## config.mk

```make
export PLATFORM = sky130hd
export DESIGN_NAME = slmf_framer
export DESIGN_NICKNAME = d
export VERILOG_FILES = /design/src/slmf_buf2.v /design/src/slmf_framer.v
export VERILOG_INCLUDE_DIRS = /design/src /design/src/src
export SDC_FILE = /design/constraint.sdc
export NUM_CORES = 1
export LEC_CHECK = 0
export ABC_CLOCK_PERIOD_IN_PS = 5200
export BUFFER_PORTS_ARGS = -buffer_cell sky130_fd_sc_hd__clkbuf_2
export CORE_MARGIN = 2
export CORE_UTILIZATION = 40
export CTS_BUF_LIST = sky130_fd_sc_hd__clkbuf_8
export CTS_CLUSTER_SIZE = 10
export DETAILED_ROUTE_END_ITERATION = 16
export SYNTH_ARGS = -nofsm -noshare
export SYNTH_HDL_FRONTEND = slang
export SYNTH_SLANG_ARGS = --single-unit
```

## constraint.sdc

```tcl
create_clock -name clk -period 5.2 [get_ports clk]
set_clock_uncertainty 0.1 [all_clocks]
set_input_delay 0.78 -clock clk [delete_from_list [all_inputs] [get_ports clk]]
set_output_delay 0.78 -clock clk [all_outputs]
set_load 0.05 [all_outputs]
```

## src/slmf_consts.vh

```
// constants of the synchronous line message framer
// assumes byte-framed line streams; hunting for sync is done upstream
`ifndef SLMF_CONSTS_VH
`define SLMF_CONSTS_VH
// ==========================================================
// message classes and header layout
`define SLMF_CLS_DATA   8'h81
`define SLMF_CLS_CTL    8'h05
`define SLMF_CLS_MNT    8'h90
`define SLMF_CT_ACK     8'h01
`define SLMF_CT_NAK     8'h02
`define SLMF_NR_HDR     8'h01
`define SLMF_NR_BODY    8'h02
`define SLMF_NR_SEQ     8'h03
`define SLMF_FL_RESYNC  0
`define SLMF_FL_TURN    1
`define SLMF_MAX_CNT    16'h3FFF
`define SLMF_CRC_POLY   16'h8005
`define SLMF_CRC_INIT   16'h0000
// ==========================================================
// host commands and responses
`define SLMF_CMD_PROC   2'h0
`define SLMF_CMD_MODE   2'h1
`define SLMF_CMD_CTRL   2'h2
`define SLMF_CMD_BUF    2'h3
`define SLMF_PC_MAINT   0
`define SLMF_PC_INIT    1
`define SLMF_RSP_CTL    2'h0
`define SLMF_RSP_INFO   2'h1
`define SLMF_RSP_DISP   2'h2
`define SLMF_RC_DONE    7'h01
`define SLMF_RC_BADCNT  7'h02
`define SLMF_RC_HDRBCC  7'h03
`define SLMF_RC_SEQ     7'h05
`define SLMF_RC_STATE   7'h06
`define SLMF_RC_CLASS   7'h07
`define SLMF_RC_ACK     7'h10
`define SLMF_RC_NAK     7'h11
`define SLMF_RC_RXOK    7'h20
`define SLMF_RC_TXOK    7'h21
`define SLMF_RC_RXBAD   7'h22
`endif

```

## src/slmf_buf2.v

```verilog
// two-entry elastic buffer, valid/ready both sides
// assumes one clock, synchronous active-high reset
`default_nettype none
module slmf_buf2 #(
   parameter W = 8
) (
   // clock and reset
   input  wire         clk,
   input  wire         rst,
   // filling side
   input  wire         in_valid,
   output wire         in_ready,
   input  wire [W-1:0] in_data,
   // draining side
   output wire         out_valid,
   input  wire         out_ready,
   output wire [W-1:0] out_data
);
   reg [W-1:0] m0_r;
   reg [W-1:0] m1_r;
   reg [1:0]   cnt_r;
   wire        push;
   wire        pop;

   // =======================================================
   // handshakes; head entry always in m0
   assign in_ready  = (cnt_r != 2'h2);
   assign out_valid = (cnt_r != 2'h0);
   assign out_data  = m0_r;
   assign push      = in_valid & in_ready;
   assign pop       = out_valid & out_ready;

   // storage shifts toward the head on pop
   always @(posedge clk) begin
      if (rst) begin
         cnt_r <= 2'h0;
         m0_r  <= {W{1'b0}};
         m1_r  <= {W{1'b0}};
      end else begin
         case ({push, pop})
            2'b10: begin
               if (cnt_r == 2'h0) m0_r <= in_data;
               else m1_r <= in_data;
               cnt_r <= cnt_r + 2'h1;
            end
            2'b01: begin
               m0_r  <= m1_r;
               cnt_r <= cnt_r - 2'h1;
            end
            2'b11: begin
               if (cnt_r == 2'h1) begin
                  m0_r <= in_data;
               end else begin
                  m0_r <= m1_r;
                  m1_r <= in_data;
               end
            end
            default: ;
         endcase
      end
   end
endmodule // slmf_buf2
`default_nettype wire

```

## src/slmf_framer.v

```verilog
// message framer: builds and checks line messages, host ports
// assumes line bytes arrive already byte-aligned, one clock domain
`include "slmf_consts.vh"
`default_nettype none
module slmf_framer (
   // clock and reset
   input  wire        clk,
   input  wire        rst,
   // host command port
   input  wire        cmd_req,
   output wire        cmd_grant,
   input  wire        cmd_wr,
   input  wire [1:0]  cmd_type,
   input  wire [15:0] cmd_data,
   // host response port
   output reg         rsp_valid_r,
   output reg  [1:0]  rsp_type_r,
   output reg  [7:0]  rsp_code_r,
   output reg  [15:0] rsp_data_r,
   input  wire        rsp_ack,
   // transmit body from host memory
   input  wire        txb_valid,
   output wire        txb_ready,
   input  wire [7:0]  txb_data,
   // received body to host memory
   output reg         rxb_valid_r,
   input  wire        rxb_ready,
   output reg  [7:0]  rxb_data_r,
   // line transmit
   output wire        ltx_valid,
   input  wire        ltx_ready,
   output wire [7:0]  ltx_data,
   // line receive
   input  wire        lrx_valid,
   output wire        lrx_ready,
   input  wire [7:0]  lrx_data,
   // state
   output reg         maint_r,
   output reg  [7:0]  addr_r
);
   localparam T_IDLE = 5'b00001;
   localparam T_HDR  = 5'b00010;
   localparam T_BODY = 5'b00100;
   localparam T_BCC  = 5'b01000;
   localparam T_CTL  = 5'b10000;
   localparam R_HDR  = 3'b001;
   localparam R_BODY = 3'b010;
   localparam R_BCC  = 3'b100;

   // =======================================================
   // crc over one byte, msb first, no final inversion
   function [15:0] crc8;
      input [15:0] c;
      input [7:0]  d;
      integer      i;
      reg   [15:0] x;
      begin
         x = c;
         for (i = 0; i < 8; i = i + 1) begin
            if (x[15] ^ d[7-i]) x = {x[14:0], 1'b0} ^ `SLMF_CRC_POLY;
            else x = {x[14:0], 1'b0};
         end
         crc8 = x;
      end
   endfunction

   reg  [4:0]  tx_st_r;
   reg  [15:0] tx_idx_r;
   reg  [15:0] tx_cnt_r;
   reg  [15:0] tx_crc_r;
   reg  [7:0]  tx_seq_r;
   reg  [1:0]  flags_r;
   reg         tx_req_r;
   reg         tx_mnt_r;
   reg         ctl_pend_r;
   reg  [7:0]  ctl_type_r;
   reg  [7:0]  ctl_num_r;
   reg  [2:0]  rx_st_r;
   reg  [15:0] rx_idx_r;
   reg  [15:0] rx_cnt_r;
   reg  [15:0] rx_crc_r;
   reg  [47:0] rhdr_r;
   reg         rx_dlv_r;
   reg         rx_mnt_r;
   reg  [7:0]  rx_exp_r;
   reg  [7:0]  rx_seq_r;
   reg         lost_r;
   reg  [7:0]  tx_byte;
   reg         tx_emit;
   wire        buf_in_ready;
   wire        tx_push;
   wire        tx_done;
   wire        ctl_start;
   wire        cmd_take;
   wire        cmd_init;
   wire [15:0] rx_crc_nxt;
   wire        rx_take;

   // =======================================================
   // command port
   // grant only while nothing waits, so no command is dropped
   assign cmd_grant = cmd_req & ~tx_req_r & (tx_st_r == T_IDLE) & ~rsp_valid_r;
   assign cmd_take  = cmd_wr & cmd_grant;
   assign cmd_init  = cmd_take & (cmd_type == `SLMF_CMD_PROC) & cmd_data[`SLMF_PC_INIT];

   // all four command types decoded here
   always @(posedge clk) begin
      if (rst) begin
         maint_r  <= 1'b0;
         addr_r   <= 8'h00;
         flags_r  <= 2'h0;
         tx_req_r <= 1'b0;
         tx_mnt_r <= 1'b0;
         tx_cnt_r <= 16'h0000;
      end else begin
         if (tx_st_r == T_HDR) tx_req_r <= 1'b0;
         if (tx_done) flags_r <= 2'h0;   // flags apply to one message
         if (cmd_take) begin
            case (cmd_type)
               `SLMF_CMD_PROC: maint_r <= cmd_data[`SLMF_PC_MAINT];
               `SLMF_CMD_MODE: addr_r <= cmd_data[7:0];
               `SLMF_CMD_CTRL: flags_r <= cmd_data[1:0];
               `SLMF_CMD_BUF: begin
                  if (cmd_data != 16'h0000 && cmd_data <= `SLMF_MAX_CNT) begin
                     tx_req_r <= 1'b1;
                     tx_mnt_r <= maint_r;
                     tx_cnt_r <= cmd_data;
                  end
               end
               default: ;
            endcase
         end
      end
   end

   // =======================================================
   // transmit byte selection
   always @* begin
      tx_byte = 8'h00;
      tx_emit = 1'b0;
      case (tx_st_r)
         T_HDR, T_CTL: begin
            tx_emit = 1'b1;
            case (tx_idx_r[2:0])
               3'h0: tx_byte = (tx_st_r == T_CTL) ? `SLMF_CLS_CTL :
                               (tx_mnt_r ? `SLMF_CLS_MNT : `SLMF_CLS_DATA);
               3'h1: tx_byte = (tx_st_r == T_CTL) ? ctl_type_r : tx_cnt_r[7:0];
               3'h2: tx_byte = (tx_st_r == T_CTL) ? 8'h00 : tx_cnt_r[15:8];
               3'h3: tx_byte = (tx_st_r == T_CTL) ? 8'h00 : {6'h00, flags_r};
               3'h4: tx_byte = (tx_st_r == T_CTL) ? ctl_num_r : tx_seq_r;
               3'h5: tx_byte = addr_r;
               3'h6: tx_byte = tx_crc_r[15:8];
               default: tx_byte = tx_crc_r[7:0];
            endcase
         end
         T_BODY: begin
            tx_emit = txb_valid;
            tx_byte = txb_data;
         end
         T_BCC: begin
            tx_emit = 1'b1;
            tx_byte = tx_idx_r[0] ? tx_crc_r[7:0] : tx_crc_r[15:8];
         end
         default: ;
      endcase
   end

   // body bytes flow straight on; buffer absorbs line stalls
   assign tx_push   = tx_emit & buf_in_ready;
   assign txb_ready = (tx_st_r == T_BODY) & buf_in_ready;
   assign ctl_start = (tx_st_r == T_IDLE) & ctl_pend_r;
   assign tx_done   = (tx_st_r == T_BCC) & tx_push & tx_idx_r[0];

   // transmit sequencer: header first, then host body, then check
   always @(posedge clk) begin
      if (rst) begin
         tx_st_r  <= T_IDLE;
         tx_idx_r <= 16'h0000;
         tx_crc_r <= `SLMF_CRC_INIT;
         tx_seq_r <= 8'h00;
      end else begin
         if (cmd_init) tx_seq_r <= 8'h00;
         case (tx_st_r)
            T_IDLE: begin
               tx_idx_r <= 16'h0000;
               tx_crc_r <= `SLMF_CRC_INIT;
               if (ctl_pend_r) tx_st_r <= T_CTL;
               else if (tx_req_r) tx_st_r <= T_HDR;
            end
            T_HDR, T_CTL: begin
               if (tx_push) begin
                  if (tx_idx_r < 16'h0006) tx_crc_r <= crc8(tx_crc_r, tx_byte);
                  if (tx_idx_r == 16'h0007) begin
                     tx_idx_r <= 16'h0000;
                     tx_crc_r <= `SLMF_CRC_INIT;
                     tx_st_r  <= (tx_st_r == T_CTL) ? T_IDLE : T_BODY;
                  end else begin
                     tx_idx_r <= tx_idx_r + 16'h0001;
                  end
               end
            end
            T_BODY: begin
               if (tx_push) begin
                  tx_crc_r <= crc8(tx_crc_r, tx_byte);
                  if (tx_idx_r == tx_cnt_r - 16'h0001) begin
                     tx_idx_r <= 16'h0000;
                     tx_st_r  <= T_BCC;
                  end else begin
                     tx_idx_r <= tx_idx_r + 16'h0001;
                  end
               end
            end
            T_BCC: begin
               if (tx_push) begin
                  tx_idx_r <= tx_idx_r + 16'h0001;
                  if (tx_idx_r[0]) begin
                     tx_st_r <= T_IDLE;
                     if (!tx_mnt_r) tx_seq_r <= tx_seq_r + 8'h01;
                  end
               end
            end
            default: tx_st_r <= T_IDLE;
         endcase
      end
   end

   slmf_buf2 #(.W(8)) u_txbuf (
      .clk       (clk),
      .rst       (rst),
      .in_valid  (tx_emit),
      .in_ready  (buf_in_ready),
      .in_data   (tx_byte),
      .out_valid (ltx_valid),
      .out_ready (ltx_ready),
      .out_data  (ltx_data)
   );

   // =======================================================
   // receive side decode
   wire [7:0]  h_cls = rhdr_r[47:40];
   wire [7:0]  h_b1  = rhdr_r[39:32];
   wire [15:0] h_cnt = {rhdr_r[31:24], rhdr_r[39:32]};
   wire [7:0]  h_num = rhdr_r[15:8];
   wire [7:0]  h_adr = rhdr_r[7:0];
   wire        h_end = (rx_st_r == R_HDR) & rx_take & (rx_idx_r == 16'h0007);
   wire        b_end = (rx_st_r == R_BCC) & rx_take & rx_idx_r[0];
   // back-pressure while a delivered byte is stuck; check bytes wait too,
   // so the disposition never overtakes the last byte handed to the host
   assign lrx_ready  = ~(rx_dlv_r & rxb_valid_r & ~rxb_ready);
   assign rx_take    = lrx_valid & lrx_ready;
   assign rx_crc_nxt = crc8(rx_crc_r, lrx_data);

   reg        go_body;
   reg        go_dlv;
   reg        ack_set;
   reg        nak_set;
   reg [7:0]  nak_why;
   reg        rx_ev;
   reg [1:0]  rx_ev_type;
   reg [6:0]  rx_ev_code;
   reg [15:0] rx_ev_data;

   // header and body verdicts
   always @* begin
      go_body    = 1'b0;
      go_dlv     = 1'b0;
      ack_set    = 1'b0;
      nak_set    = 1'b0;
      nak_why    = `SLMF_NR_HDR;
      rx_ev      = 1'b0;
      rx_ev_type = `SLMF_RSP_CTL;
      rx_ev_code = `SLMF_RC_CLASS;
      rx_ev_data = {8'h00, h_cls};
      if (h_end) begin
         if (rx_crc_nxt != 16'h0000) begin
            rx_ev      = 1'b1;
            rx_ev_code = `SLMF_RC_HDRBCC;
            nak_set    = ~maint_r;
         end else if (h_cls == `SLMF_CLS_CTL) begin
            if (maint_r) begin
               rx_ev      = 1'b1;
               rx_ev_code = `SLMF_RC_STATE;
            end else if (h_adr == addr_r) begin
               rx_ev      = 1'b1;
               rx_ev_type = `SLMF_RSP_INFO;
               rx_ev_data = {8'h00, h_num};
               if (h_b1 == `SLMF_CT_ACK) rx_ev_code = `SLMF_RC_ACK;
               else if (h_b1 == `SLMF_CT_NAK) rx_ev_code = `SLMF_RC_NAK;
               else rx_ev_type = `SLMF_RSP_CTL;
            end
         end else if (h_cls == `SLMF_CLS_DATA || h_cls == `SLMF_CLS_MNT) begin
            if (h_cnt == 16'h0000 || h_cnt > `SLMF_MAX_CNT) begin
               rx_ev      = 1'b1;
               rx_ev_code = `SLMF_RC_BADCNT;
               rx_ev_data = h_cnt;
               nak_set    = ~maint_r;
            end else if (h_adr != addr_r) begin
               go_body = 1'b1;   // not ours: count past it quietly
            end else if ((h_cls == `SLMF_CLS_MNT) != maint_r) begin
               go_body    = 1'b1;
               rx_ev      = 1'b1;
               rx_ev_code = `SLMF_RC_STATE;
            end else if (!maint_r && h_num != rx_exp_r) begin
               go_body    = 1'b1;
               rx_ev      = 1'b1;
               rx_ev_code = `SLMF_RC_SEQ;
               rx_ev_data = {8'h00, h_num};
               nak_set    = 1'b1;
               nak_why    = `SLMF_NR_SEQ;
            end else begin
               go_body = 1'b1;
               go_dlv  = 1'b1;
            end
         end else begin
            rx_ev = 1'b1;
         end
      end else if (b_end && rx_dlv_r) begin
         rx_ev      = 1'b1;
         rx_ev_type = `SLMF_RSP_DISP;
         rx_ev_data = rx_cnt_r;
         if (rx_crc_nxt == 16'h0000) begin
            rx_ev_code = `SLMF_RC_RXOK;
            ack_set    = ~rx_mnt_r;
         end else begin
            rx_ev_code = `SLMF_RC_RXBAD;
            nak_set    = ~rx_mnt_r;
            nak_why    = `SLMF_NR_BODY;
         end
      end
   end

   // receive sequencer; header held until the next header shifts in
   always @(posedge clk) begin
      if (rst) begin
         rx_st_r     <= R_HDR;
         rx_idx_r    <= 16'h0000;
         rx_cnt_r    <= 16'h0000;
         rx_crc_r    <= `SLMF_CRC_INIT;
         rhdr_r      <= 48'h000000000000;
         rx_dlv_r    <= 1'b0;
         rx_mnt_r    <= 1'b0;
         rx_exp_r    <= 8'h00;
         rx_seq_r    <= 8'h00;
         rxb_valid_r <= 1'b0;
         rxb_data_r  <= 8'h00;
      end else begin
         if (rxb_ready) rxb_valid_r <= 1'b0;
         if (cmd_init) rx_exp_r <= 8'h00;
         if (ack_set) rx_exp_r <= rx_seq_r + 8'h01;
         if (rx_take) begin
            rx_crc_r <= rx_crc_nxt;
            rx_idx_r <= rx_idx_r + 16'h0001;
            case (rx_st_r)
               R_HDR: begin
                  if (rx_idx_r < 16'h0006) rhdr_r <= {rhdr_r[39:0], lrx_data};
                  if (h_end) begin
                     rx_idx_r <= 16'h0000;
                     rx_crc_r <= `SLMF_CRC_INIT;
                     rx_cnt_r <= h_cnt;
                     rx_dlv_r <= go_dlv;
                     rx_mnt_r <= (h_cls == `SLMF_CLS_MNT);
                     rx_seq_r <= h_num;
                     if (go_body) rx_st_r <= R_BODY;
                  end
               end
               R_BODY: begin
                  if (rx_dlv_r) begin
                     rxb_valid_r <= 1'b1;
                     rxb_data_r  <= lrx_data;
                  end
                  if (rx_idx_r == rx_cnt_r - 16'h0001) begin
                     rx_idx_r <= 16'h0000;
                     rx_st_r  <= R_BCC;
                  end
               end
               R_BCC: begin
                  if (rx_idx_r[0]) begin
                     rx_idx_r <= 16'h0000;
                     rx_crc_r <= `SLMF_CRC_INIT;
                     rx_dlv_r <= 1'b0;   // delivery flag dropped here; rhdr_r is kept
                     rx_st_r  <= R_HDR;
                  end
               end
               default: rx_st_r <= R_HDR;
            endcase
         end
      end
   end

   // pending acknowledgement; a new verdict overrides an unsent one
   always @(posedge clk) begin
      if (rst) begin
         ctl_pend_r <= 1'b0;
         ctl_type_r <= 8'h00;
         ctl_num_r  <= 8'h00;
      end else begin
         ctl_pend_r <= ack_set | nak_set | (ctl_pend_r & ~ctl_start);
         if (ack_set | nak_set) begin
            ctl_type_r <= nak_set ? `SLMF_CT_NAK : `SLMF_CT_ACK;
            ctl_num_r  <= nak_set ? nak_why : rx_seq_r;
         end
      end
   end

   // =======================================================
   // response register; receive beats transmit beats commands
   wire cmd_ev = cmd_take & ((cmd_type == `SLMF_CMD_PROC) |
                 ((cmd_type == `SLMF_CMD_BUF) &
                  (cmd_data == 16'h0000 || cmd_data > `SLMF_MAX_CNT)));
   wire ev_any = rx_ev | tx_done | cmd_ev;
   wire multi  = (rx_ev & tx_done) | (rx_ev & cmd_ev) | (tx_done & cmd_ev);
   wire load   = ev_any & (~rsp_valid_r | rsp_ack);
   wire lost_s = multi | (ev_any & rsp_valid_r & ~rsp_ack);

   always @(posedge clk) begin
      if (rst) begin
         rsp_valid_r <= 1'b0;
         rsp_type_r  <= `SLMF_RSP_CTL;
         rsp_code_r  <= 8'h00;
         rsp_data_r  <= 16'h0000;
         lost_r      <= 1'b0;
      end else begin
         lost_r <= lost_s | (lost_r & ~load);   // set wins over clear
         if (load) begin
            rsp_valid_r <= 1'b1;
            if (rx_ev) begin
               rsp_type_r <= rx_ev_type;
               rsp_code_r <= {lost_r | multi, rx_ev_code};
               rsp_data_r <= rx_ev_data;
            end else if (tx_done) begin
               rsp_type_r <= `SLMF_RSP_DISP;
               rsp_code_r <= {lost_r, `SLMF_RC_TXOK};
               rsp_data_r <= tx_cnt_r;
            end else begin
               rsp_type_r <= `SLMF_RSP_CTL;
               rsp_code_r <= {lost_r, (cmd_type == `SLMF_CMD_BUF) ?
                              `SLMF_RC_BADCNT : `SLMF_RC_DONE};
               rsp_data_r <= cmd_data;
            end
         end else if (rsp_ack) begin
            rsp_valid_r <= 1'b0;
         end
      end
   end
endmodule // slmf_framer
`default_nettype wire

```

======== After elaboration in Yosys (flattened, before gate mapping) ========
Index checks and enable logic that the tools add are counted.
storage, ports and cells
  register bits ........................... 263
  input bits .............................. 43
  output and inout bits ................... 57
  logic and storage cells ................. 461
cells by class
  add/sub/neg operators ................... 8
  order comparisons ....................... 5
  equality and inequality tests ........... 50
  multiplexer cells ....................... 232
  bitwise logic cells ..................... 95
  reduce and logical (&&, ||, !) cells .... 39
operators with widths
  cell                                                              number
  two-way mux 16 bit                                                94
  two-way mux 8 bit                                                 24
  case mux 16 bit (3 select lines)                                  2
  inverter 3 bit                                                    23
  two-way mux 5 bit                                                 13
  case mux 16 bit (4 select lines)                                  1
  case mux 8 bit (7 select lines)                                   1
  two-way mux 1 bit                                                 53
  logical NOT 16 bit                                                3
  case mux 8 bit (3 select lines)                                   2
  two-way mux 2 bit                                                 23
  adder 16 x 1 -> 16 bit (second input constant)                    2
  == test 16 bit                                                    2
  == test 16 x 3 -> 1 bit (second input constant)                   2
  greater-than comparator 16 x 14 -> 1 bit (second input constant)  2
  < comparator 16 x 3 -> 1 bit (second input constant)              2
  case mux 16 bit (2 select lines)                                  1
  nonzero test 16 bit                                               2
  subtractor 16 x 1 -> 16 bit (second input constant)               2
  bitwise AND 1 bit                                                 29
  != test 2 bit (second input constant)                             12
  bitwise XOR 1 bit                                                 23
  two-way mux 3 bit                                                 7
  two-way mux 7 bit                                                 3
  other kinds (46)                                                  101

======== Depth between registers and ports, before layout ========
Gate-level depths: netlist of the first run.
  depth after elaboration ................. 52
  mapped depth ............................ 16
  mapped depth without buffers ............ 12

======== Modules after synthesis ========
A second synthesis of the first run with hierarchy kept.
unflattened totals
  cells, all modules ...................... 1822
  area total of the unflattened synthesis .. 14211.1 um2
by module, submodules not included
  module       instances  cells an instance  area each (um2)  seq. area each (um2)
  slmf_framer  1          1707               13138.9          4724.5
  slmf_buf2    1          115                1072.3           360.3

======== Worst setup path before layout of the first run ========
No wires, ideal clock.
  path kind ............................... reg2reg
  start point ............................. register tx_st_r[4]
  end point ............................... register rsp_data_r[12]
  library setup time ...................... 0.086 ns
  arrival time ............................ 3.962 ns
  data required time ...................... 5.014 ns
  setup slack ............................. 1.053 ns
  stages on the path, launching flop included .. 12
  buffers on the path ..................... 2
  period minus slack after synthesis ...... 4.147 ns
  path through ............................ dfxtp_1 -> clkbuf_1 -> nor2_1 -> nand3_1 -> nor4b_1 -> nand2_1 -> nor2_1 -> nor2_1 -> a21oi_1 -> buf_2 -> nor2_1 -> a211oi_1
between the ends
  elaborated cells between the ends (all ways) .. 19
  those cells by class .................... 5 x eq/ne; 3 x mux; 10 x bitwise; 1 x reduce/logical
RTL lines
  what                             line               RTL
  start: declaration               slmf_framer.v:67   reg [4:0] tx_st_r;
  start signal: assignment         slmf_framer.v:196  tx_st_r <= (tx_st_r == T_CTL) ? T_IDLE : T_BODY;
  == test 5 x 1 -> 1 bit           slmf_framer.v:102  assign cmd_grant = cmd_req & ~tx_req_r & (tx_st_r == T_IDLE) & ~rsp_valid_r;
  bitwise AND 1 bit (2 in series)  slmf_framer.v:102
  net cmd_grant                    slmf_framer.v:11   output wire cmd_grant,
  bitwise AND 1 bit                slmf_framer.v:103  assign cmd_take = cmd_wr & cmd_grant;
  bitwise AND 1 bit                slmf_framer.v:407  wire cmd_ev = cmd_take & ((cmd_type == `SLMF_CMD_PROC) |
  bitwise OR 1 bit                 slmf_framer.v:410  wire ev_any = rx_ev | tx_done | cmd_ev;
  bitwise AND 1 bit                slmf_framer.v:412  wire load = ev_any & (~rsp_valid_r | rsp_ack);
  end signal: assignment           slmf_framer.v:429  rsp_data_r <= rx_ev_data;
  end signal: assignment           slmf_framer.v:433  rsp_data_r <= tx_cnt_r;
  end signal: assignment           slmf_framer.v:438  rsp_data_r <= cmd_data;
  end: declaration                 slmf_framer.v:19   output reg [15:0] rsp_data_r,
The timed path passes the listed nets, and every way through them passes these cells.
A chain may end at the register's enable or synchronous reset.

======== Worst setup path after layout of the first run ========
  start point ............................. register tx_idx_r[0]
  end point ............................... register tx_crc_r[0]
between the ends
  cells in the longest elaborated chain, start to end .. 51
  elaborated cells between the ends (all ways) .. 98
  those cells by class .................... 1 x order compare; 8 x eq/ne; 72 x mux; 15 x bitwise; 2 x reduce/logical
ends and longest elaborated chain
  what                                   line               RTL
  start: declaration                     slmf_framer.v:68   reg [15:0] tx_idx_r;
  start signal: assignment               slmf_framer.v:198  tx_idx_r <= tx_idx_r + 16'h0001;
  start signal: assignment               slmf_framer.v:209  tx_idx_r <= tx_idx_r + 16'h0001;
  start signal: assignment               slmf_framer.v:215  tx_idx_r <= tx_idx_r + 16'h0001;
  == test 3 bit (tied with other cells)  slmf_framer.v:144  case (tx_idx_r[2:0])
  case mux 8 bit (7 select lines)        slmf_framer.v:144
  case mux 8 bit (3 select lines)        slmf_framer.v:141  case (tx_st_r)
  bitwise XOR 1 bit                      slmf_framer.v:60   if (x[15] ^ d[7-i]) x = {x[14:0], 1'b0} ^ `SLMF_CRC_POLY;
  two-way mux 16 bit                     slmf_framer.v:60
  two-way mux 16 bit                     slmf_framer.v:192  if (tx_idx_r < 16'h0006) tx_crc_r <= crc8(tx_crc_r, tx_byte);
  two-way mux 16 bit                     slmf_framer.v:191  if (tx_push) begin
  two-way mux 16 bit                     slmf_framer.v:183  case (tx_st_r)
  (+35 left out)                         n/a
  two-way mux 16 bit                     slmf_framer.v:183
  two-way mux 16 bit                     slmf_framer.v:176  if (rst) begin
  bitwise XOR 1 bit                      slmf_framer.v:60
  two-way mux 16 bit                     slmf_framer.v:60
  two-way mux 16 bit                     slmf_framer.v:192
  two-way mux 16 bit                     slmf_framer.v:193  if (tx_idx_r == 16'h0007) begin
  two-way mux 16 bit                     slmf_framer.v:191
  case mux 16 bit (3 select lines)       slmf_framer.v:183
  end signal: assignment                 slmf_framer.v:186  tx_crc_r <= `SLMF_CRC_INIT;
  end signal: assignment                 slmf_framer.v:192
  end signal: assignment                 slmf_framer.v:195  tx_crc_r <= `SLMF_CRC_INIT;
  end: declaration                       slmf_framer.v:70   reg [15:0] tx_crc_r;
Several ways; a longest one is shown, not always the timed one. The select of a mux whose other input is x is not followed.

==> results of run 1 <==
kinds of logic (layout without fill, tap and decap cells):
kind of cell             Yosys count  after routing
AO/OA/AOI/OAI                    440            440
XOR/XNOR                         117            117
adder cells (fa/ha/maj)           17             17
buffers and inverters            159            234
flip-flops                       254            254
multiplexers                      45             45
other                              1              2
AND/OR/NAND/NOR                  779            779
worst max-delay path, delay by kind of cell (launching register included):
family	cells	cell delay, ps
AOI/OAI and AO/OA	4	1070
adders and majority gates	1	460
DFF	1	510
and+or+nand+nor	2	810
xor gates and xnor gates	3	950
buffers and inverters	1	170
synth_stat cells, types with 11 or more instances:
cell | instances | area [um^2]
a211oi_1 | 22 | 165
a21oi_1 | 199 | 996
a221oi_1 | 18 | 158
a22o_1 | 19 | 166
a22oi_1 | 35 | 263
a31oi_1 | 21 | 131
and2_1 | 12 | 75.1
and3_1 | 32 | 200
clkbuf_1 | 107 | 402
dfxtp_1 | 254 | 5080
ha_1 | 17 | 213
inv_1 | 34 | 128
mux2i_1 | 43 | 430
nand2_1 | 328 | 1230
nand2b_1 | 14 | 87.6
nand3_1 | 54 | 270
nand3b_1 | 13 | 97.6
nand4_1 | 17 | 106
nor2_1 | 179 | 672
nor2b_1 | 16 | 100
nor3_1 | 38 | 190
nor4_1 | 24 | 150
o211ai_1 | 11 | 82.6
o21ai_0 | 31 | 155
o21ai_1 | 18 | 90.1
xnor2_1 | 79 | 692
xor2_1 | 32 | 280
final timing paths:
check	to	from
worst max register to register	tx_crc_r[0]	tx_idx_r[0]
worst min-delay path	rhdr_r[24]	rhdr_r[16]
worst min register to register	rhdr_r[24]	rhdr_r[16]
worst max-delay path	tx_crc_r[0]	tx_idx_r[0]
where the power goes:
group / switching (mW) / internal, mW / total, mW / leakage, nW
combinational: 0.740 / 0.360 / 1.10 / 3.23
sequential: 0.0993 / 2.05 / 2.15 / 2.05
clock: 0.863 / 1.10 / 1.96 / 0.537
state kept, by name (all words and copies together), names as in the netlist, 2 cells and up:
signal,flops
addr_r,8
rx_st_r,3
flags_r,2
rhdr_r,48
tx_seq_r,8
u_txbuf.m1_r,8
rx_idx_r,16
u_txbuf.cnt_r,2
ctl_type_r,2
rsp_code_r,6
rxb_data_r,8
tx_crc_r,16
rsp_data_r,16
tx_cnt_r,16
tx_idx_r,16
ctl_num_r,8
rx_exp_r,8
rx_crc_r,16
tx_st_r,5
u_txbuf.out_data,8
rx_seq_r,8
rx_cnt_r,16
area by class of cell:
class | count | area (um^2)
clock buffer | 58 | 798
clock inverter | 22 | 155
fill | 3536 | 18700
inverter | 35 | 131
multi-input combinational | 1400 | 8150
sequential | 254 | 5080
tap | 455 | 569
timing repair buffer | 119 | 657
layout by cell type (no fill, tap or decap), drive strengths merged, types with 13 or more instances in the layout:
master,instances
dfxtp,254
buf,23
nor2b,16
o21ai,49
a221oi,18
a22o,19
nand2,329
a211oi,22
nand4,17
a22oi,35
a21oi,199
nand3b,13
nand3,54
nand2b,14
a31oi,21
nor2,180
and2,13
xor2,32
nor4,25
nor3,39
and3,32
clkbuf,154
xnor2,79
mux2i,43
ha,17
inv,46
metrics by stage:
step | instance area (um^2) | util [%] | setup WS, ps
floorplan | 13800 | - | 1050
global placement | 14600 | 42.6 | 828
detailed placement | 14600 | 42.6 | 782
CTS | 15500 | 45.3 | 1060
global route | 15500 | 45.3 | 713
finish | 15500 | 45.3 | 1010
routing by layer:
layer | GRT usage (%) | vias to the layer above | part of all wire [%] | wire length [um]
li1 | - | 6461 | - | -
met1 | 31.0 | 6287 | 44 | 19000
met2 | 37.7 | 399 | 46 | 20000
met3 | 3.32 | 99 | 5.1 | 2200
met4 | 10.0 | 0 | 4.2 | 1790
met5 | 0 | - | 0 | 0
==> flow_summary_export.csv, run 1 <==
group,metric,value,unit
global_route,grtUsageTotal,23.3,%
synthesis,synth_fa_ha_area_share,1.54,%
clock_network,cts_setup_buffers,0,
synthesis,yosysSeqAreaShare,36.8,%
power_and_ir_drop,totalPowerFinal,5.21,mW
floorplanning,dieArea,36100,um^2
clock_network,insertion_delay,570,ps
power_and_ir_drop,leakage,5.82,nW
critical_path,reg2reg_depth,11,
detailed_routing,first_iter_violations,1019,
synthesis,synth_cell_type_count,79,
placement,port_buffers,97,
detailed_routing,wire_per_inst,18.3,um
synthesis,yosys_warnings,0,
synthesis,syn-cell-area,13800,um^2
outcome,status,"completed",
detailed_routing,drc,0,
critical_path,required,5540,ps
critical_path,cp_max_fo,18,
floorplanning,die_h,190,um
worst_hold_path,worstHoldPathType,"register to register",
critical_path,critPathSlowestCell,"or4_1",
global_route,grt_pass1_vias,12100,
global_route,antenna_found_initial,1,
clock_network,cts-resized-gates,0,
synthesis,synth_top_family_by_area,"simple AND/OR/NAND/NOR gates",
floorplanning,top_level_ports,100,
clock_network,cts_root_buf,"clkbuf_8",
synthesis,postSynthCellCount,1812,
global_route,grt_max_degree,83,
sta,period_share,80.6,%
sta,whs,350,ps
power_and_ir_drop,vdd_drop_max,186,uV
detailed_routing,dr.pass1.iters,7,
critical_path,worst_setup_path_start_kind,"register",
synthesis,ys_seq_elements,254,
critical_path,cp.arrival,4530,ps
clock_network,h-tree-depth,2,
clock_network,clkTransAtPathRegs,60,ps
clock_network,cts_hold_buf,0,
synthesis,synth-compound-area-share,20.0,%
synthesis,synthSimpleGateAreaFrac,25.9,%
floorplanning,initial_utilization,40.3,%
detailed_routing,num_vias,13200,
floorplanning,core,34300,um^2
detailed_routing,via_per_inst,5.65,
sta,fmax,239,MHz
critical_path,cp-end-kind,"register",
cells_and_area,drive_gt1_share,11.1,%
critical_path,critPathKind,"register to register",
detailed_routing,detail-route-antenna-nets,0,
job,max_cap_viol_count,0,
sta,fin_tns_setup,0,ps
clock_network,clockBufferDepth,3,
power_and_ir_drop,power_density,335,nW/um^2
global_route,grt_pass1_wl,67500,um
clock_network,cts.sinks,254,
synthesis,ys.flop_type,"dfxtp_1",
placement,hpwl,31400,um
sta,setup_viol,0,
critical_path,cp_common_cell,"a311oi_1",
critical_path,cpPeakStageDelay,760,ps
clock_network,numCtsBuffers,46,
cells_and_area,layout-area-overhead-vs-synth,12.4,%
synthesis,syn_area_per_cell,7.63,um^2
synthesis,async_reset_ff_share,0,%
critical_path,cp_cell_sequence,"inv_1, ha_1, or4_1, o211ai_1, a311oi_1, a311oi_1, xnor2_1, xor2_1, xnor3_1, a22oi_1, nor2_1",
worst_hold_path,timing.hold.worst_path_depth,2,
floorplanning,fp-row-count,68,
floorplanning,die_x,190,um
critical_path,rrSetupSlack,1010,ps
global_route,grt_overflow,0,
sta,fin_crit,4190,ps
sta,worst_pin_slew,1350,ps
cells_and_area,fin_cells,2343,
placement,placed_cells,2263,
sta,slew_headroom,9.70,%
sta,hold_viol,0,
detailed_routing,wl,43000,um
placement,place_congestion,0.919,
cells_and_area,diodes,0,
sta,rsz0062_at_grt,"no",
sta,maxSlewViolCount,0,
synthesis,synth-edff-count,0,
synthesis,synthXorXnorAreaFrac,8.01,%
synthesis,muxShareOfSynthArea,3.27,%
clock_network,cts_tree,"yes",
cells_and_area,finalNetCount,1916,
(Power assumes the default switching activity.)
==> inputs of run 2 (changes only) <==
Settings changed: ABC_CLOCK_PERIOD_IN_PS 5200 to 3600.
Clock period 5.2 ns to 3.6 ns, I/O delays scaled along.
==> flow_summary_export.csv, run 2 (same netlist as run 1, synthesis figures left out) <==
group,metric,value,unit
clock_network,clockBufferDepth,3,
cells_and_area,finalNetCount,1990,
sta,hold_viol,0,
placement,hpwl,32400,um
detailed_routing,wl,44300,um
global_route,grt_pass1_vias,12700,
critical_path,r2r_end,"rx_idx_r[11]",
critical_path,critPathKind,"register to register",
cells_and_area,drive_gt1_share,15.6,%
critical_path,path_depth,12,
floorplanning,dieArea,36100,um^2
global_route,grt_max_degree,68,
power_and_ir_drop,switchingPower,2.48,mW
placement,pre_cts_slack,43.8,ps
critical_path,reg2reg_depth,12,
clock_network,cts_hold_buf,0,
critical_path,cp.arrival,3770,ps
detailed_routing,num_vias,13500,
detailed_routing,wire_per_inst,18.3,um
critical_path,cp_cell_sequence,"inv_1, ha_1, or3b_1, or4_4, or4b_4, a221oi_2, nand4_1, o41ai_2, a21o_2, or2_4, nor2_2, a22o_1",
worst_hold_path,timing.hold.worst_path_depth,3,
sta,setup_viol,0,
placement,place_congestion,0.937,
worst_hold_path,min_to,"tx_cnt_r[10]",
floorplanning,fp-row-count,68,
worst_hold_path,worstHoldPathType,"primary input to register",
job,max_cap_viol_count,0,
floorplanning,die_h,190,um
global_route,antenna_found_initial,0,
cells_and_area,fin_util,47.3,%
cells_and_area,regMostFlops,"rhdr_r",
power_and_ir_drop,switching_share,33.1,%
cells_and_area,diodes,0,
clock_network,insertion_delay,590,ps
clock_network,h-tree-depth,2,
clock_network,cts_tree,"yes",
cells_and_area,final_common_cell,"nand2_1",
global_route,grtUsageTotal,24.2,%
power_and_ir_drop,power_density,461,nW/um^2
global_route,grt_overflow,0,
detailed_routing,dr.pass1.iters,6,
detailed_routing,first_iter_violations,1084,
power_and_ir_drop,pwr-share-seq,41.4,%
clock_network,clkTransAtPathRegs,60,ps
sta,fin_tns_setup,0,ps
critical_path,critPathTopFamily,"simple AND/OR/NAND/NOR gates",
power_and_ir_drop,totalPowerFinal,7.48,mW
floorplanning,die_x,190,um
floorplanning,initial_utilization,40.3,%
clock_network,numCtsBuffers,46,
critical_path,cp-end-kind,"register",
sta,fmax,293,MHz
critical_path,critPathSlowestCell,"or4b_4",
outcome,status,"completed",
power_and_ir_drop,p_int,5.00,mW
critical_path,worst_setup_path_start_kind,"register",
cells_and_area,layout-area-overhead-vs-synth,17.1,%
placement,port_buffers,97,
worst_hold_path,hold_start,"cmd_data[10]",
sta,period_share,94.9,%
sta,slew_headroom,53.2,%
floorplanning,core,34300,um^2
critical_path,cpPeakStageDelay,490,ps
critical_path,rrSetupSlack,180,ps
detailed_routing,detail-route-antenna-nets,0,
detailed_routing,drc,0,
sta,rsz0062_at_grt,"no",
power_and_ir_drop,p_comb_share,22.2,%
detailed_routing,via_per_inst,5.58,
critical_path,required,3960,ps
cells_and_area,largest_reg_flops,48,
power_and_ir_drop,p_clk_share,36.4,%
sta,timing.final.ws_setup,184,ps
sta,maxSlewViolCount,0,
global_route,grt_pass1_wl,69900,um
power_and_ir_drop,leakage,6.21,nW
critical_path,cp_max_fo,8,
clock_network,cts_root_buf,"clkbuf_8",
floorplanning,top_level_ports,100,
critical_path,rr_startpoint,"rx_cnt_r[0]",
cells_and_area,final_cell_mix,"nand2_1 (328), dfxtp_1 (252), a21oi_1 (198), nor2_1 (179), clkbuf_2 (96)",
sta,fin_crit,3420,ps
critical_path,worstPathBufferInverterCount,1,
power_and_ir_drop,vdd_drop_max,288,uV
clock_network,cts.sinks,254,
sta,worst_pin_slew,697,ps
run 2: what timing repair did:
item,CTS,global route
gates resized for setup,0,20
buffers inserted,0,6
setup endpoints to repair,0,17
run 2: worst max path at each step:
stage	startpoint	end	slack [ps]
floorplan	tx_idx_r[0]	tx_crc_r[0]	4
global placement	tx_idx_r[1]	tx_crc_r[0]	90
detailed placement	tx_idx_r[1]	tx_crc_r[0]	40
CTS	rx_cnt_r[0]	rx_idx_r[11]	40
global route	tx_st_r[0]	tx_crc_r[0]	3
finish	rx_cnt_r[0]	rx_idx_r[11]	180
run 2: layout make-up:
| class | instances | area [um^2] |
|---|---|---|
| fill | 3450 | 18100 |
| multi-input combinational | 1400 | 8250 |
| sequential | 254 | 5090 |
| timing repair buffer | 193 | 1250 |
| clock buffer | 59 | 812 |
| tap | 455 | 569 |
| inverter | 35 | 133 |
| clock inverter | 23 | 101 |
run 2: worst min-delay path: stages:
cell,delay [ps]
clkbuf_2,100
nand2_1,50
a21oi_1,50
run 2: power by group through the flow:
stage | Clock [mW] | Combinational, mW | Sequential (mW)
after floorplan | 0 | 1.02 | 3.31
after global placement | 0 | 1.64 | 3.15
after detailed placement | 0 | 1.65 | 3.16
after CTS | 2.79 | 1.66 | 3.09
after global routing | 2.91 | 1.82 | 3.11
final | 2.72 | 1.66 | 3.10
run 2: layer usage:
metal	up-vias	global-route usage (%)	wire length (um)
met5	-	0	0
met4	0	9.51	1510
met3	79	3.52	2650
met2	419	39.5	20600
met1	6376	32.1	19500
li1	6620	-	-
run 2: through the flow:
step,area (um^2),hold WS (ps),instances
floorplan,13900,332,1813
CTS,16100,105,2413
detailed placement,15200,346,2331
global route,16200,115,2419
global placement,15200,338,2331
finish,16200,135,2419
==> inputs of run 3 (changes only) <==
Settings changed: ABC_CLOCK_PERIOD_IN_PS 3600 to 2760.
Clock period 3.6 ns to 2.76 ns, I/O delays scaled along.
==> flow_summary_export.csv, run 3 (same netlist as run 1, synthesis figures left out) <==
group,metric,value,unit
outcome,status,"finished with violations",
outcome,violations,"setup timing",
global_route,grt_max_degree,68,
placement,hpwl,34900,um
detailed_routing,wire_per_inst,18.3,um
cells_and_area,final_common_cell,"nand2_1",
sta,whs,41.0,ps
critical_path,critPathKind,"register to register",
floorplanning,top_level_ports,100,
clock_network,h-tree-depth,2,
sta,rsz0062_at_grt,"yes",
global_route,grt_pass1_wl,74900,um
cells_and_area,regMostFlops,"rhdr_r",
placement,place_congestion,0.949,
sta,hold_viol,0,
global_route,grtUsageTotal,26.1,%
critical_path,required,3150,ps
sta,fin_crit,3500,ps
clock_network,numCtsBuffers,47,
critical_path,worst_setup_path_start_kind,"register",
placement,dpl-instance-area,17000,um^2
detailed_routing,first_iter_violations,986,
worst_hold_path,worstHoldPathType,"primary input to register",
sta,timing.final.ws_setup,-739,ps
sta,worst_pin_slew,929,ps
cells_and_area,fin_util,57.9,%
cells_and_area,diodes,0,
global_route,antenna_found_initial,0,
detailed_routing,num_vias,14800,
detailed_routing,drc,0,
cells_and_area,largest_reg_flops,48,
detailed_routing,detail-route-antenna-nets,0,
cells_and_area,finalNetCount,2262,
detailed_routing,via_per_inst,5.49,
floorplanning,fp-row-count,68,
floorplanning,die_h,190,um
power_and_ir_drop,p_clk_share,32.8,%
sta,slew_headroom,37.9,%
critical_path,cp_max_fo,4,
sta,fmax,286,MHz
clock_network,cts.sinks,254,
sta,setup_viol,78,
clock_network,clockBufferDepth,3,
placement,port_buffers,97,
power_and_ir_drop,switching_share,34.2,%
power_and_ir_drop,vdd_drop_max,408,uV
power_and_ir_drop,pwr-share-seq,37.9,%
sta,maxSlewViolCount,0,
floorplanning,initial_utilization,40.3,%
cells_and_area,layout-area-overhead-vs-synth,43.5,%
clock_network,cts_tree,"yes",
power_and_ir_drop,p_int,6.98,mW
placement,placed_cells,2543,
power_and_ir_drop,totalPowerFinal,10.6,mW
clock_network,insertion_delay,630,ps
detailed_routing,wl,49200,um
clock_network,clkTransAtPathRegs,60,ps
power_and_ir_drop,power_density,534,nW/um^2
cells_and_area,fin_cells,2689,
cells_and_area,final_cell_mix,"nand2_1 (306), buf_4 (293), dfxtp_1 (242), a21oi_1 (162), nor2_1 (152)",
sta,fin_tns_setup,-16010,ps
detailed_routing,dr.pass1.iters,7,
cells_and_area,drive_gt1_share,34.6,%
power_and_ir_drop,p_comb_share,29.4,%
critical_path,cp-end-kind,"register",
critical_path,cp.arrival,3880,ps
job,max_cap_viol_count,0,
clock_network,cts_root_buf,"clkbuf_8",
floorplanning,core,34300,um^2
global_route,grt_pass1_vias,13900,
floorplanning,die_x,190,um
cells_and_area,design_area,19900,um^2
power_and_ir_drop,switchingPower,3.63,mW
power_and_ir_drop,leakage,8.00,nW
floorplanning,dieArea,36100,um^2
sta,period_share,127,%
placement,pre_cts_slack,-795,ps
global_route,grt_overflow,0,
run 3: changes by cell type in the layout (fill, tap and decap cells not counted), sizes merged:
| cell | before | now |
|---|---|---|
| a21o | 8 | 9 |
| clkinvlp | 1 | 2 |
| clkinv | 10 | 6 |
| inv | 47 | 53 |
| buf | 97 | 357 |
| clkbuf | 155 | 154 |
| dlygate4sd3 | 0 | 7 |
run 3: final cells by class:
cell class / instances / area, um^2
clock buffers: 55 / 757
clock inverters: 26 / 116
fillers: 3115 / 14400
inverters: 35 / 145
multi-input cells: 1401 / 9510
flip-flops and latches: 254 / 5110
well taps: 455 / 569
repair buffers: 463 / 3650
run 3: critical path, cell delays in order, from the launching register on:
cell	delay, ps
dfxtp_4	360
ha_4	170
ha_4	150
or4_4	550
o211ai_1	340
buf_4	170
nand2_1	40
mux2_2	250
nand3_1	160
xnor2_2	140
xnor3_1	280
xnor3_1	400
a22oi_1	180
nor2_1	60
run 3: per-layer routing:
metal  wire length [um]  vias to the layer above  track usage, %
met5                  0                        -               0
met3               2380                       99            3.84
met4               1570                        0            9.87
met2              23700                      425            43.7
met1              21500                     7070            34.0
li1                   -                     7168               -
run 3: repair_timing:
item	CTS	global route
setup buffers	29	26
hold buffers	7	0
pin swaps	54	98
resized for setup	136	209
gates cloned	2	9
setup endpoints to repair	104	115
hold endpoints to repair	7	0
run 3: path summary, 6_finish.rpt:
path	slack, ps	cells after the start	startpoint	endpoint
setup / recovery	-740	13	tx_idx_r[0]	tx_crc_r[0]
hold / removal	40	3	cmd_data[7]	tx_cnt_r[7]
setup reg to reg	-740	13	tx_idx_r[0]	tx_crc_r[0]
hold reg to reg	350	2	rhdr_r[22]	rhdr_r[22]
run 3: power groups by stage:
stage / clock, mW / sequential, mW / combinational (mW)
finish: 3.48 / 4.02 / 3.11
global route: 3.72 / 4.04 / 3.33
CTS: 3.56 / 4.01 / 2.79
detailed placement: 0 / 4.08 / 2.56
global placement: 0 / 4.08 / 2.54
floorplan: 0 / 4.32 / 1.37
